File: src/vdc_defines.svh
// Register map, reset values, field positions and limits of the
// decoder control register bank. Assumes inclusion by bare name.
`ifndef VDC_DEFINES_SVH
`define VDC_DEFINES_SVH
// Register offsets
`define VDC_A_CTL 8'h0B
`define VDC_A_HUE 8'h0F
`define VDC_A_SCL 8'h10
`define VDC_A_WCU 8'h11
`define VDC_A_OFM 8'h12
`define VDC_A_VSH 8'h13
`define VDC_A_VSL 8'h14
// Reset values
`define VDC_R_HUE 8'h00
`define VDC_R_SCL 5'h00
`define VDC_R_WCU 8'hCF
`define VDC_R_OFM 8'h06
`define VDC_R_VSH 8'h60
`define VDC_R_VSL 8'h00
`define VDC_R_LUMA_DECIMATION_DISABLE 1'b1
// Field positions
`define VDC_CTL_LUMA_DECIMATION_DISABLE 5
`define VDC_SCL_PEAK 4
`define VDC_SCL_CHROMA_GAIN_AUTO_ENABLE 3
`define VDC_SCL_KILL 2
`define VDC_OFM_RANGE 7
`define VDC_OFM_BF 4
`define VDC_OFM_CODE 3
`define VDC_OFM_LEN 2
// Output limits and code words
`define VDC_Y_MIN 10'sh010
`define VDC_Y_MAX 10'sh0FD
`define VDC_Y_FULL_MIN 10'sh000
`define VDC_Y_FULL_MAX 10'sh0FF
`define VDC_C_MIN 10'sh002
`define VDC_C_MAX 10'sh0FD
`define VDC_C_ZERO 8'h80
`define VDC_CODE_W 16'hFF00
`define VDC_ZERO8 8'h00
// Coring limits
`define VDC_CORE0 8'h00
`define VDC_CORE1 8'h08
`define VDC_CORE2 8'h10
`define VDC_CORE3 8'h20
// White crush comparison levels
`define VDC_WC_3Q 8'hC0
`define VDC_WC_HALF 8'h80
`define VDC_WC_1Q 8'h40
// Chroma gain, Q2.6: one, half and double
`define VDC_G_ONE 8'h40
`define VDC_G_MIN 8'h20
`define VDC_G_MAX 8'h80
`define VDC_G_SH 6
// Horizontal ratio: 8'hFF is full size; divisors for auto filter
`define VDC_RAT_FULL 11'h100
`define VDC_DIV2 3'h2
`define VDC_DIV3 3'h3
`define VDC_DIV7 3'h7
`endif

File: src/vdc_pkg.sv
// Types shared by the control register bank and its testbench.
// Assumes vdc_defines.svh holds the register map and limit constants.
package vdc_pkg;
   // Incoming decoded sample pair with timing and low-color flags
   typedef struct packed {
      logic [7:0] luma;
      logic [7:0] chroma;
      logic sync;
      logic lowcol;
   } vdc_pix_t;
   // Formatted output word, upper byte luma, lower byte chroma
   typedef struct packed {
      logic [7:0] y;
      logic [7:0] c;
   } vdc_word_t;
   // Horizontal filter choice
   typedef enum logic [1:0] {
      VDC_F_NONE = 2'b00,
      VDC_F_CIF = 2'b01,
      VDC_F_QCIF = 2'b10,
      VDC_F_ICON = 2'b11
   } vdc_filt_t;
   // Byte serializer states, one-hot
   typedef enum logic [1:0] {
      VDC_S_FIRST = 2'b01,
      VDC_S_SECOND = 2'b10
   } vdc_ser_t;
endpackage

File: src/vdc_buf.sv
// Two-entry word buffer with valid/ready on both sides.
// Assumes one clock, synchronous reset and a freezing clock enable.
`timescale 1ns/1ps
module vdc_buf #(
   parameter int W = 16,
   parameter int D = 2
) (
   input wire logic core_clk_i,
   input wire logic srst_i,
   input wire logic ce_i,
   input wire logic in_valid_i,
   output logic in_ready_o,
   input wire logic [W-1:0] in_data_i,
   output logic out_valid_o,
   input wire logic out_ready_i,
   output logic [W-1:0] out_data_o
);
   localparam int AW = (D > 1) ? $clog2(D) : 1;
   logic [W-1:0] mem_r [D]; // Storage, no reset needed
   logic [AW-1:0] wp_r; // Write pointer
   logic [AW-1:0] rp_r; // Read pointer
   logic [AW:0] cnt_r; // Words held
   logic push;
   logic pop;

   // Honest full and empty flags
   assign in_ready_o = (cnt_r != (AW+1)'(D));
   assign out_valid_o = (cnt_r != '0);
   assign out_data_o = mem_r[rp_r];
   assign push = ce_i && in_valid_i && in_ready_o;
   assign pop = ce_i && out_valid_o && out_ready_i;

   // Storage writes
   always_ff @(posedge core_clk_i) begin
      if (push) begin
         mem_r[wp_r] <= in_data_i;
      end
   end

   // Pointers and count, wrap at depth
   always_ff @(posedge core_clk_i) begin
      if (srst_i) begin
         wp_r <= '0;
         rp_r <= '0;
         cnt_r <= '0;
      end else begin
         if (push) begin
            wp_r <= (wp_r == AW'(D-1)) ? '0 : wp_r + 1'b1;
         end
         if (pop) begin
            rp_r <= (rp_r == AW'(D-1)) ? '0 : rp_r + 1'b1;
         end
         if (push && !pop) begin
            cnt_r <= cnt_r + 1'b1;
         end else if (pop && !push) begin
            cnt_r <= cnt_r - 1'b1;
         end
      end
   end
endmodule // vdc_buf

File: src/vdc_ctrl_regs.sv
// Control register bank of the video decoder, with the pixel output
// formatter that these registers steer.
// Assumes the serial bus engine presents single-cycle register
// strobes, and all inputs are synchronous to core_clk_i.
//
// What this block does
// Hue adds signed offset to subcarrier phase
// 256 steps of 0.7 degrees
// Bit 7 picks low-pass or sharpening filters
// Chroma AGC scales chroma 0.5 to 2.0
// Bit 5 enables low-color removal
// Auto code picks filter from ratio
// Codes 01..11 force CIF, QCIF, ICON
// Sharpening mode reuses field as response
// Software writes zeros to reserved bits
// Majority point picks crush comparison level
// Crush up step accumulates per field
// Range bit sets luma limits; chroma limits are fixed
// Software keeps range limited with codes
// Coring zeroes luma below limit
// Blanking frame output sends raw samples
// Code bit inserts control codes
// Width bit picks 8 or 16-bit output
// Tristate group field picks floating outputs
// Luma line average enable reaches filters
// Chroma comb enable reaches filters
// Interlace bit selects frame or field scaling
// Upper five bits of vertical scale
// Lower byte joins below upper bits
// Luma decimation disable resets to one
// Defined bits read back last write
`timescale 1ns/1ps
`include "vdc_defines.svh"
module vdc_ctrl_regs (
   input wire logic core_clk_i,
   input wire logic srst_i,
   input wire logic ce_i,
   input wire logic [7:0] reg_addr_i,
   input wire logic reg_wr_i,
   input wire logic [7:0] reg_wdata_i,
   input wire logic reg_rd_i,
   output logic [7:0] reg_rdata_o,
   input wire logic [7:0] sc_phase_i,
   output logic [7:0] sc_phase_o,
   input wire logic [7:0] h_ratio_i,
   output vdc_pkg::vdc_filt_t horiz_lowpass_select_sel_o,
   output logic peak_en_o,
   output logic horiz_lowpass_select_en_o,
   input wire logic [7:0] chroma_agc_gain_i,
   input wire logic field_end_i,
   input wire logic majority_below_i,
   output logic [7:0] crush_level_o,
   output logic crush_auto_o,
   output logic [15:0] crush_accum_o,
   input wire logic blanking_capture_enable_i,
   output logic blanking_capture_o,
   input wire logic pix_valid_i,
   output logic pix_ready_o,
   input wire vdc_pkg::vdc_pix_t pix_i,
   output logic out_valid_o,
   input wire logic out_ready_i,
   output logic [15:0] pixel_data_bus_o,
   input wire logic output_tristate_bit_i,
   output logic data_oe_o,
   output logic timing_oe_o,
   output logic clock_oe_o,
   output logic caption_valid_oe_o,
   output logic luma_line_average_enable_o,
   output logic chroma_comb_o,
   output logic interlace_o,
   output logic [12:0] vscale_ratio_o
);
   import vdc_pkg::*;

   logic [7:0] hue_r; // Hue phase offset
   logic [4:0] scl_r; // Loop control bits 7:3, low bits reserved
   logic [7:0] wcu_r; // White crush up count
   logic [7:0] ofm_r; // Output format
   logic [7:0] vsh_r; // Vertical scale upper
   logic [7:0] vsl_r; // Vertical scale lower
   logic luma_decimation_disable_r; // Luma decimation disable
   logic [6:0] hit; // One-hot register select
   vdc_word_t st_w; // Formatted word into buffer
   vdc_word_t bo_w; // Word leaving buffer
   logic bo_valid;
   logic bo_ready;
   logic load;
   vdc_ser_t ser_r;
   logic out_valid_r;
   logic [7:0] gain_eff; // Chroma gain after AGC choice
   logic [7:0] core_lim; // Active coring limit
   logic [15:0] acc_r; // Crush accumulator

   // Register select; used by both the write and read paths
   function automatic logic [6:0] reg_hit(input logic [7:0] a);
      if (a == `VDC_A_HUE) begin
         reg_hit = 7'h01;
      end else if (a == `VDC_A_SCL) begin
         reg_hit = 7'h02;
      end else if (a == `VDC_A_WCU) begin
         reg_hit = 7'h04;
      end else if (a == `VDC_A_OFM) begin
         reg_hit = 7'h08;
      end else if (a == `VDC_A_VSH) begin
         reg_hit = 7'h10;
      end else if (a == `VDC_A_VSL) begin
         reg_hit = 7'h20;
      end else if (a == `VDC_A_CTL) begin
         reg_hit = 7'h40;
      end else begin
         reg_hit = 7'h00;
      end
   endfunction

   // Auto filter from ratio; products avoid a divider
   function automatic vdc_filt_t auto_filt(input logic [7:0] r);
      if ((11'(r) * 11'(`VDC_DIV2)) > `VDC_RAT_FULL) begin
         auto_filt = VDC_F_NONE;
      end else if ((11'(r) * 11'(`VDC_DIV3)) >= `VDC_RAT_FULL) begin
         auto_filt = VDC_F_CIF;
      end else if ((11'(r) * 11'(`VDC_DIV7)) >= `VDC_RAT_FULL) begin
         auto_filt = VDC_F_QCIF;
      end else begin
         auto_filt = VDC_F_ICON;
      end
   endfunction

   // Saturating clamp of a signed sample into an 8-bit range
   function automatic logic [7:0] clamp8(input logic signed [9:0] v,
         input logic signed [9:0] lo, input logic signed [9:0] hi);
      if (v < lo) begin
         clamp8 = lo[7:0];
      end else if (v > hi) begin
         clamp8 = hi[7:0];
      end else begin
         clamp8 = v[7:0];
      end
   endfunction

   assign hit = reg_hit(reg_addr_i);

   // Register writes; reserved loop bits are never stored
   always_ff @(posedge core_clk_i) begin
      if (srst_i) begin
         hue_r <= `VDC_R_HUE;
         scl_r <= `VDC_R_SCL;
         wcu_r <= `VDC_R_WCU;
         ofm_r <= `VDC_R_OFM;
         vsh_r <= `VDC_R_VSH;
         vsl_r <= `VDC_R_VSL;
         luma_decimation_disable_r <= `VDC_R_LUMA_DECIMATION_DISABLE;
      end else if (ce_i && reg_wr_i) begin
         if (hit[0]) hue_r <= reg_wdata_i;
         if (hit[1]) scl_r <= reg_wdata_i[7:3];
         if (hit[2]) wcu_r <= reg_wdata_i;
         if (hit[3]) ofm_r <= reg_wdata_i;
         if (hit[4]) vsh_r <= reg_wdata_i;
         if (hit[5]) vsl_r <= reg_wdata_i;
         if (hit[6]) luma_decimation_disable_r <= reg_wdata_i[`VDC_CTL_LUMA_DECIMATION_DISABLE];
      end
   end

   // Read data, unmapped offsets and reserved bits read zero
   always_ff @(posedge core_clk_i) begin
      if (srst_i) begin
         reg_rdata_o <= `VDC_ZERO8;
      end else if (ce_i && reg_rd_i) begin
         if (hit[0]) begin
            reg_rdata_o <= hue_r;
         end else if (hit[1]) begin
            reg_rdata_o <= {scl_r, 3'b000};
         end else if (hit[2]) begin
            reg_rdata_o <= wcu_r;
         end else if (hit[3]) begin
            reg_rdata_o <= ofm_r;
         end else if (hit[4]) begin
            reg_rdata_o <= vsh_r;
         end else if (hit[5]) begin
            reg_rdata_o <= vsl_r;
         end else if (hit[6]) begin
            reg_rdata_o <= {2'b00, luma_decimation_disable_r, 5'h00};
         end else begin
            reg_rdata_o <= `VDC_ZERO8;
         end
      end
   end

   // Hue: two's complement add, wraps like a phase; 0x80 is -90 deg
   always_ff @(posedge core_clk_i) begin
      if (srst_i) begin
         sc_phase_o <= `VDC_ZERO8;
      end else if (ce_i) begin
         sc_phase_o <= sc_phase_i + hue_r;
      end
   end

   // Filter choice; sharpening reuses the field as a response code
   always_ff @(posedge core_clk_i) begin
      if (srst_i) begin
         horiz_lowpass_select_sel_o <= VDC_F_NONE;
         peak_en_o <= 1'b0;
         horiz_lowpass_select_en_o <= 1'b0;
      end else if (ce_i) begin
         peak_en_o <= scl_r[`VDC_SCL_PEAK];
         horiz_lowpass_select_en_o <= !luma_decimation_disable_r;
         if (scl_r[`VDC_SCL_PEAK]) begin
            horiz_lowpass_select_sel_o <= vdc_filt_t'(scl_r[1:0]);
         end else if (scl_r[1:0] == 2'b00) begin
            horiz_lowpass_select_sel_o <= auto_filt(h_ratio_i);
         end else begin
            horiz_lowpass_select_sel_o <= vdc_filt_t'(scl_r[1:0]);
         end
      end
   end

   // Crush comparison level every cycle; accumulator steps at a field end with majority below
   always_ff @(posedge core_clk_i) begin
      if (srst_i) begin
         crush_level_o <= `VDC_ZERO8;
         crush_auto_o <= 1'b0;
         acc_r <= '0;
      end else if (ce_i) begin
         crush_auto_o <= (wcu_r[7:6] == 2'b11);
         case (wcu_r[7:6])
            2'b00: crush_level_o <= `VDC_WC_3Q;
            2'b01: crush_level_o <= `VDC_WC_HALF;
            2'b10: crush_level_o <= `VDC_WC_1Q;
            default: crush_level_o <= `VDC_ZERO8;
         endcase
         if (field_end_i && majority_below_i) begin
            acc_r <= acc_r + 16'(wcu_r[5:0]);
         end
      end
   end
   assign crush_accum_o = acc_r;

   // Static control outputs and blanking capture override
   always_ff @(posedge core_clk_i) begin
      if (srst_i) begin
         blanking_capture_o <= 1'b0;
         luma_line_average_enable_o <= 1'b0;
         chroma_comb_o <= 1'b0;
         interlace_o <= 1'b0;
         vscale_ratio_o <= '0;
      end else if (ce_i) begin
         blanking_capture_o <= ofm_r[`VDC_OFM_BF] ||
            blanking_capture_enable_i;
         luma_line_average_enable_o <= vsh_r[7];
         chroma_comb_o <= vsh_r[6];
         interlace_o <= vsh_r[5];
         vscale_ratio_o <= {vsh_r[4:0], vsl_r};
      end
   end

   // Tristate groups float only while the float request is high
   always_ff @(posedge core_clk_i) begin
      if (srst_i) begin
         data_oe_o <= 1'b0;
         timing_oe_o <= 1'b0;
         clock_oe_o <= 1'b0;
      end else if (ce_i) begin
         data_oe_o <= !output_tristate_bit_i;
         timing_oe_o <= !(output_tristate_bit_i &&
            !ofm_r[0]);
         clock_oe_o <= !(output_tristate_bit_i &&
            ofm_r[1]);
      end
   end
   // Caption valid has no float group
   assign caption_valid_oe_o = 1'b1;

   // Chroma gain: unity unless AGC on, then bounded to 0.5..2.0
   always_comb begin
      if (!scl_r[`VDC_SCL_CHROMA_GAIN_AUTO_ENABLE]) begin
         gain_eff = `VDC_G_ONE;
      end else if (chroma_agc_gain_i < `VDC_G_MIN) begin
         gain_eff = `VDC_G_MIN;
      end else if (chroma_agc_gain_i > `VDC_G_MAX) begin
         gain_eff = `VDC_G_MAX;
      end else begin
         gain_eff = chroma_agc_gain_i;
      end
   end

   // Coring limit from the two-bit field
   always_comb begin
      case (ofm_r[6:5])
         2'b01: core_lim = `VDC_CORE1;
         2'b10: core_lim = `VDC_CORE2;
         2'b11: core_lim = `VDC_CORE3;
         default: core_lim = `VDC_CORE0;
      endcase
   end

   // Sample formatting ahead of the buffer
   always_comb begin
      logic signed [8:0] c_off;
      logic signed [17:0] c_prod;
      logic signed [9:0] c_v;
      logic signed [9:0] y_v;
      c_off = $signed({1'b0, pix_i.chroma}) -
         $signed({1'b0, `VDC_C_ZERO});
      c_prod = 18'(c_off) * 18'($signed({1'b0, gain_eff}));
      c_v = 10'(c_prod >>> `VDC_G_SH) +
         $signed({2'b00, `VDC_C_ZERO});
      y_v = $signed({2'b00, pix_i.luma});
      if (pix_i.luma < core_lim) begin
         y_v = '0;
      end
      if (ofm_r[`VDC_OFM_RANGE]) begin
         st_w.y = clamp8(y_v, `VDC_Y_FULL_MIN,
            `VDC_Y_FULL_MAX);
      end else begin
         st_w.y = clamp8(y_v, `VDC_Y_MIN, `VDC_Y_MAX);
      end
      st_w.c = clamp8(c_v, `VDC_C_MIN, `VDC_C_MAX);
      if (scl_r[`VDC_SCL_KILL] && pix_i.lowcol) begin
         st_w.c = `VDC_C_ZERO;
      end
      if (ofm_r[`VDC_OFM_BF]) begin
         st_w = {pix_i.luma, pix_i.chroma};
      end else if (pix_i.sync && ofm_r[`VDC_OFM_CODE]) begin
         st_w = `VDC_CODE_W;
      end
   end

   // Buffer so an output stall loses no word
   vdc_buf #(.W(16), .D(2)) u_buf (
      .core_clk_i(core_clk_i),
      .srst_i(srst_i),
      .ce_i(ce_i),
      .in_valid_i(pix_valid_i),
      .in_ready_o(pix_ready_o),
      .in_data_i(st_w),
      .out_valid_o(bo_valid),
      .out_ready_i(bo_ready),
      .out_data_o(bo_w)
   );

   // Output register loads when empty or being taken
   assign load = !out_valid_r || out_ready_i;
   // 8-bit mode pops as the chroma byte loads into the output register
   assign bo_ready = load && (ofm_r[`VDC_OFM_LEN] ||
      ser_r == VDC_S_SECOND);
   assign out_valid_o = out_valid_r;

   // Output word and byte serializer
   always_ff @(posedge core_clk_i) begin
      if (srst_i) begin
         out_valid_r <= 1'b0;
         pixel_data_bus_o <= '0;
         ser_r <= VDC_S_FIRST;
      end else if (ce_i && load) begin
         out_valid_r <= bo_valid;
         if (bo_valid) begin
            case (ser_r)
               VDC_S_FIRST: begin
                  if (ofm_r[`VDC_OFM_LEN]) begin
                     pixel_data_bus_o <= bo_w;
                  end else begin
                     pixel_data_bus_o <= {bo_w.y, `VDC_ZERO8};
                     ser_r <= VDC_S_SECOND;
                  end
               end
               VDC_S_SECOND: begin
                  pixel_data_bus_o <= {bo_w.c, `VDC_ZERO8};
                  ser_r <= VDC_S_FIRST;
               end
               default: ser_r <= VDC_S_FIRST;
            endcase
         end
      end
   end
endmodule // vdc_ctrl_regs

File: config.mk
export PLATFORM = sky130hd
export DESIGN_NAME = vdc_ctrl_regs
export DESIGN_NICKNAME = d
export VERILOG_FILES = /design/src/vdc_pkg.sv /design/src/vdc_buf.sv /design/src/vdc_ctrl_regs.sv
export VERILOG_INCLUDE_DIRS = /design/src
export SDC_FILE = /design/constraint.sdc
export NUM_CORES = 1
export LEC_CHECK = 0
export ABC_CLOCK_PERIOD_IN_PS = 18470
export BUFFER_PORTS_ARGS = -buffer_cell sky130_fd_sc_hd__buf_4
export CORE_MARGIN = 1
export CORE_UTILIZATION = 63
export DETAILED_ROUTE_END_ITERATION = 10
export GPL_ROUTABILITY_DRIVEN = 0
export PLACE_DENSITY_LB_ADDON = 0.05
export SYNTH_ARGS = -nofsm -noshare
export SYNTH_HDL_FRONTEND = slang
export SYNTH_HIERARCHICAL = 1
export SYNTH_SLANG_ARGS = --single-unit
export TNS_END_PERCENT = 30
File: constraint.sdc
create_clock -name core_clk_i -period 18.47 [get_ports core_clk_i]
set_clock_uncertainty 0.05 [all_clocks]
set_input_delay 0.9235 -clock core_clk_i [delete_from_list [all_inputs] [get_ports core_clk_i]]
set_output_delay 0.9235 -clock core_clk_i [all_outputs]
set_load 0.01 [all_outputs]
==> results.sh, run 1 <==
export IMPL_port_buffers=145
export IMPL_yosys_warnings=6
export IMPL_setup_worst_path_class="in2reg"
export IMPL_track_usage_pct=29.5
export IMPL_seq_area_mm2=0.00354
export IMPL_core_mm2=0.0161
export IMPL_multi_input_area_mm2=0.00628
export IMPL_async_flop_share_pct=0
export IMPL_slew_violations=0
export IMPL_period_needed_ns=7.93
export IMPL_dp_cells=1472
export IMPL_cts_sinks=161
export IMPL_fill_cells=1257
export IMPL_reg2reg_to="u_buf/mem_r[1][1]$_DFFE_PP_"
export IMPL_final_common_cell="buf_4"
export IMPL_syn_cell_area_mm2=0.0105
export IMPL_p_per_area_mw_per_mm2=75.4
export IMPL_crit_fanout=12
export IMPL_antenna_found_initial=0
export IMPL_setup_tns_ns=0
export IMPL_syn2layout_area_growth_pct=16.4
export IMPL_worstReg2RegStart="scl_r[3]$_SDFFE_PP0P_"
export IMPL_clkTransAtPathRegs_ns=0.07
export IMPL_syn_avg_cell_area_um2=9.05
export IMPL_ys_flop_type="dfxtp_1"
export IMPL_maxCapViolations=0
export IMPL_die_w_um=131
export IMPL_num_vias=8525
export IMPL_rsz0062_at_grt="false"
export IMPL_tightest_slew_ns=1.14
export IMPL_synth_edff_count=32
export IMPL_mostFrequentLayoutCells="buf_4 (150), dfxtp_1 (129), nor2_1 (118)"
export IMPL_dp_hpwl_um=18300
export IMPL_r2r_setup_slack_ns=10.55
export IMPL_route_detailed_drc=0
export IMPL_final_net_count=1471
export IMPL_cp_num_buf_inv=5
export IMPL_grt_pass1_wl_um=40600
export IMPL_die_area_mm2=0.0172
export IMPL_detail_route_wl_per_cell_um=16.4
export IMPL_hp_start="pixel_data_bus_o[6]$_SDFFE_PP0P_"
export IMPL_cts_resized=0
export IMPL_vdd_ir_drop_worst_mv=0.0718
export IMPL_cts_tree="built"
export IMPL_initial_utilization_pct=65.3
export IMPL_cts_root_buf="clkbuf_16"
export IMPL_grt_max_degree=112
export IMPL_grt_pass1_vias=8236
export IMPL_syn_inst=1163
export IMPL_overflow=0
export IMPL_clkLatencyLatePin_ns=0.43
export IMPL_hold_viol_final=0
export IMPL_die_height_um=131
export IMPL_endpoint="u_buf/mem_r[1][1]$_DFFE_PP_"
export IMPL_max_freq_ghz=0.126
export IMPL_cts_path_max_buffers=2
export IMPL_cp_depth=27
export IMPL_cpLargestDelayFamily="adder cells"
export IMPL_cts_hold_buf=0
export IMPL_fin_cells=1503
export IMPL_drt_first_pass_iters=5
export IMPL_cp_slowest_cell="nor2_1"
export IMPL_antenna_cells=0
export IMPL_ant_nets=0
export IMPL_drtIter0Drc=547
export IMPL_drive_gt1_share_pct=16.5
export IMPL_synth_cell_types=66
export IMPL_ioPinCount=153
export IMPL_reg2reg_depth=26
export IMPL_hold_path_class="reg2reg"
export IMPL_cts_max_level=4
export IMPL_status="finished, final reports clean"
export IMPL_start_kind="input pin"
export IMPL_critPathMaxStageDelay_ns=0.54
export IMPL_seq_area_frac_synth_pct=33.7
export IMPL_cts_buffers_inserted=17
export IMPL_max_slew_margin_pct=24.3
export IMPL_cellLeakagePower_nw=5.41
export IMPL_cp_startpoint="chroma_agc_gain_i[7]"
export IMPL_crit_arrival_ns=8.05
export IMPL_setup_viol=0
export IMPL_drt_total_wl_um=24600
export IMPL_hold_slack_ns=0.401
export IMPL_via_per_inst=5.67
export IMPL_period_share_pct=42.9
export IMPL_cts_setup_buffers=0
export IMPL_required_ns=18.59
export IMPL_synth_seq_cells=161
export IMPL_num_rows=46
export IMPL_end_kind="flop"
## state kept, by name, summed over array words and instances, names as in the netlist, 5 cells and up, named ones only
| register | flops |
|---|---|
| vscale_ratio_o | 13 |
| u_buf/mem_r | 32 |
| hue_r | 8 |
| reg_rdata_o | 8 |
| pixel_data_bus_o | 16 |
| crush_accum_o | 16 |
| vsh_r | 8 |
| sc_phase_o | 8 |
| scl_r | 5 |
| ofm_r | 8 |
| vsl_r | 8 |
| wcu_r | 8 |
## worst min-delay path, cell delays in order, from the launching register on
cell and delay [ns]:
dfxtp_1 0.31, nand2_1 0.05, a21oi_1 0.05
## how the worst min path moves through the flow
stage	to	slack (ns)	cells past startpoint
after floorplan	horiz_lowpass_select_en_o$_SDFFE_PP0P_	0.38	1
after global placement	pixel_data_bus_o[2]$_SDFFE_PP0P_	0.39	2
after detailed placement	pixel_data_bus_o[6]$_SDFFE_PP0P_	0.40	2
after CTS	pixel_data_bus_o[6]$_SDFFE_PP0P_	0.40	2
after global routing	pixel_data_bus_o[6]$_SDFFE_PP0P_	0.42	2
final	pixel_data_bus_o[6]$_SDFFE_PP0P_	0.40	2
## synthesized netlist by cell type, types with 11 or more instances
cell | count | area (µm²)
inv_1 | 117 | 439
a211o_1 | 11 | 96.3
nand2_1 | 95 | 357
edfxtp_1 | 32 | 961
mux2_2 | 17 | 191
nor2b_1 | 17 | 106
a21o_1 | 12 | 90.1
nand3_1 | 39 | 195
a21oi_1 | 73 | 365
fa_1 | 61 | 1220
o21ai_0 | 25 | 125
ha_1 | 66 | 826
a211oi_1 | 23 | 173
and3_1 | 23 | 144
clkbuf_1 | 46 | 173
and2_1 | 21 | 131
xnor2_1 | 28 | 245
o21ai_1 | 16 | 80.1
nand2b_1 | 13 | 81.3
mux2i_1 | 48 | 480
dfxtp_1 | 129 | 2580
xor2_1 | 11 | 96.3
nor2_1 | 118 | 443
## power breakdown
group | leakage [nW] | internal, mW | switching, mW
sequential | 1.34 | 0.384 | 0.0175
combinational | 3.78 | 0.0816 | 0.0908
clock | 0.284 | 0.201 | 0.148
total | 5.41 | 0.667 | 0.256
## cell families (layout without fill, tap and decap cells)
family,count (synthesis),count (layout),synth area share (%)
adder cells (fa/ha/maj),127,127,19.5
multiplexers,65,65,6.39
other,2,7,0.0714
AO/OA/AOI/OAI,207,207,12.6
buffers and inverters,179,298,6.76
flip-flops,161,161,33.7
AND/OR/NAND/NOR,383,383,17.8
XOR/XNOR,39,39,3.25
## cell type report
cell class / count / share of cell area, %
clock inverter: 13 / 1.24
sequential: 161 / 28.9
multi-input combinational: 828 / 51.3
clock buffer: 18 / 3.51
timing repair buffer: 150 / 9.20
tap: 216 / 2.21
inverter: 117 / 3.59
## per-layer routing
| layer | global-route usage (%) | wire [µm] | vias up |
|---|---|---|---|
| met4 | 9.93 | 574 | 0 |
| met2 | 47.1 | 11200 | 295 |
| met1 | 40.1 | 11300 | 4023 |
| li1 | - | - | 4158 |
| met3 | 5.98 | 1540 | 49 |
| met5 | 0 | 0 | - |
## through the flow
stage / total power, mW / worst slack [ns] / instance area [µm²] / util, %
6_report: 0.923 / 10.54 / 12200 / 76.0
5_1_grt: 0.963 / 10.07 / 12200 / 76.0
4_1_cts: 0.926 / 10.60 / 12200 / 76.0
3_5_place_dp: 0.580 / 10.19 / 11700 / 72.4
3_3_place_gp: 0.577 / 10.43 / 11700 / 72.4
2_1_floorplan: 0.517 / 11.03 / 10500 / -
Note: power is estimated with default switching activity, not from simulation.
==> run 2, diff against run 1 <==
Settings changed: ABC_CLOCK_PERIOD_IN_PS 18470 to 7200, CORE_UTILIZATION 63 to 53.
Clock period 18.47 ns to 7.2 ns, I/O delays scaled along.
==> results.sh, run 2 (synthesized netlist as in run 1, its figures left out) <==
export IMPL_core_mm2=0.0195
export IMPL_final_common_cell="buf_4"
export IMPL_die_w_um=143
export IMPL_final_util_pct=63.7
export IMPL_die_area_mm2=0.0204
export IMPL_drt_first_pass_iters=5
export IMPL_max_freq_ghz=0.146
export IMPL_drt_total_wl_um=25700
export IMPL_setup_worst_path_class="in2reg"
export IMPL_clkTransAtPathRegs_ns=0.06
export IMPL_num_rows=51
export IMPL_setup_viol=0
export IMPL_p_seq_share_pct=44.1
export IMPL_crit_arrival_ns=6.96
export IMPL_required_ns=7.32
export IMPL_vdd_ir_drop_worst_mv=0.163
export IMPL_dp_hpwl_um=19200
export IMPL_period_needed_ns=6.84
export IMPL_largest_reg_flops=32
export IMPL_cp_num_buf_inv=6
export IMPL_track_usage_pct=25.9
export IMPL_grt_pass1_vias=8047
export IMPL_slew_violations=0
export IMPL_cts_buffers_inserted=17
export IMPL_cp_slowest_cell="fa_1"
export IMPL_hp_start="output_tristate_bit_i"
export IMPL_die_height_um=143
export IMPL_port_buffers=145
export IMPL_cts_max_level=4
export IMPL_antenna_cells=0
export IMPL_cpLargestDelayFamily="adder cells"
export IMPL_num_vias=8447
export IMPL_p_switching_mw=0.668
export IMPL_overflow=0
export IMPL_start_kind="input pin"
export IMPL_power_internal_mw=1.66
export IMPL_max_slew_margin_pct=24.4
export IMPL_switching_share_pct=28.7
export IMPL_status="finished, final reports clean"
export IMPL_ioPinCount=153
export IMPL_drtIter0Drc=401
export IMPL_clkPwrFrac_pct=36.8
export IMPL_grt_pass1_wl_um=40900
export IMPL_setup_tns_ns=0
export IMPL_cts_sinks=161
export IMPL_cts_hold_buf=0
export IMPL_period_share_pct=95.0
export IMPL_detail_route_wl_per_cell_um=16.4
export IMPL_mostFrequentLayoutCells="buf_4 (163), dfxtp_1 (128), nor2_1 (117)"
export IMPL_drive_gt1_share_pct=18.0
export IMPL_worstReg2RegStart="scl_r[3]$_SDFFE_PP0P_"
export IMPL_r2r_setup_slack_ns=0.36
export IMPL_route_detailed_drc=0
export IMPL_syn2layout_area_growth_pct=17.9
export IMPL_hold_viol_final=0
export IMPL_rsz0062_at_grt="false"
export IMPL_reg2reg_depth=27
export IMPL_initial_utilization_pct=54.1
export IMPL_end_kind="flop"
export IMPL_cp_depth=28
export IMPL_cts_tree="built"
export IMPL_p_per_area_mw_per_mm2=188
export IMPL_hold_path_class="in2reg"
export IMPL_via_per_inst=5.39
export IMPL_grt_max_degree=110
export IMPL_comb_power_share_pct=19.1
export IMPL_hold_slack_ns=0.0896
export IMPL_cellLeakagePower_nw=5.46
export IMPL_critPathMaxStageDelay_ns=0.54
export IMPL_endpoint="u_buf/mem_r[0][1]$_DFFE_PP_"
export IMPL_final_net_count=1484
export IMPL_reg2reg_to="u_buf/mem_r[0][1]$_DFFE_PP_"
export IMPL_crit_fanout=7
export IMPL_clkLatencyLatePin_ns=0.42
export IMPL_largest_register="u_buf/mem_r"
export IMPL_cp_startpoint="chroma_agc_gain_i[6]"
export IMPL_ant_nets=0
export IMPL_tightest_slew_ns=1.13
export IMPL_maxCapViolations=0
export IMPL_cts_root_buf="clkbuf_16"
export IMPL_cts_path_max_buffers=2
export IMPL_antenna_found_initial=0
[run 2: timing repair]
action / in CTS / in global routing
setup buffers: 0 / 1
setup endpoints to repair: 0 / 14
resized for setup: 0 / 10
[run 2: area by class of cell]
type	count	area, µm²
flip-flops and latches	161	3540
well taps	265	332
repair buffers	163	1220
multi-input cells	828	6310
clock inverters	12	100
inverters	117	439
clock buffers	20	457
fillers	1708	7060
[run 2: how the worst min path moves through the flow]
stage | endpoint | depth (start not counted)
after global routing | data_oe_o$_SDFFE_PP0P_ | 2
after floorplan | u_buf/cnt_r[1]$_SDFFE_PP0P_ | 1
after CTS | data_oe_o$_SDFFE_PP0P_ | 2
after detailed placement | pixel_data_bus_o[6]$_SDFFE_PP0P_ | 2
after global placement | pixel_data_bus_o[3]$_SDFFE_PP0P_ | 2
final | data_oe_o$_SDFFE_PP0P_ | 2
[run 2: routing by layer]
layer | up-vias | track usage (%) | share of wire, %
met5 | - | 0 | 0
met4 | 0 | 7.64 | 1.4
met3 | 31 | 4.90 | 5.9
met2 | 239 | 40.3 | 45
met1 | 3999 | 36.4 | 48
li1 | 4178 | - | -
[run 2: metrics by stage]
stage                     cell area (µm²)  std cells  setup slack (ns)  power, mW
after floorplan                     10500       1168             0.320       1.33
after global placement              11800       1533             0.194       1.49
after detailed placement            11800       1533            0.0671       1.49
after CTS                           12400       1565             0.229       2.35
after global routing                12400       1566            0.0450       2.44
final                               12400       1566             0.359       2.33
[run 2: worst reg2reg max path: stages, from the launching register on]
cell and delay (ns):
dfxtp_2 0.34, nand2b_2 0.14, nor2_4 0.06, and2_1 0.18, nor2b_1 0.14, fa_1 0.58
inv_2 0.09, fa_1 0.54, inv_1 0.05, fa_1 0.48, inv_1 0.06, fa_1 0.53
inv_1 0.04, ha_1 0.34, a21o_1 0.20, a2111o_1 0.43, a21oi_1 0.20, o21ai_1 0.11
xnor2_1 0.21, inv_1 0.11, ha_1 0.21, xor2_1 0.15, xnor2_1 0.20, xnor2_1 0.12
and3_4 0.21, a211o_1 0.29, a221o_1 0.26, a32o_1 0.27
[run 2: power groups by stage]
stage	registers, mW	clock network [mW]	logic [mW]
3_5_place_dp	1.05	0	0.443
5_1_grt	1.04	0.911	0.497
6_report	1.03	0.858	0.445
2_1_floorplan	1.05	0	0.278
3_3_place_gp	1.05	0	0.438
4_1_cts	1.03	0.874	0.446
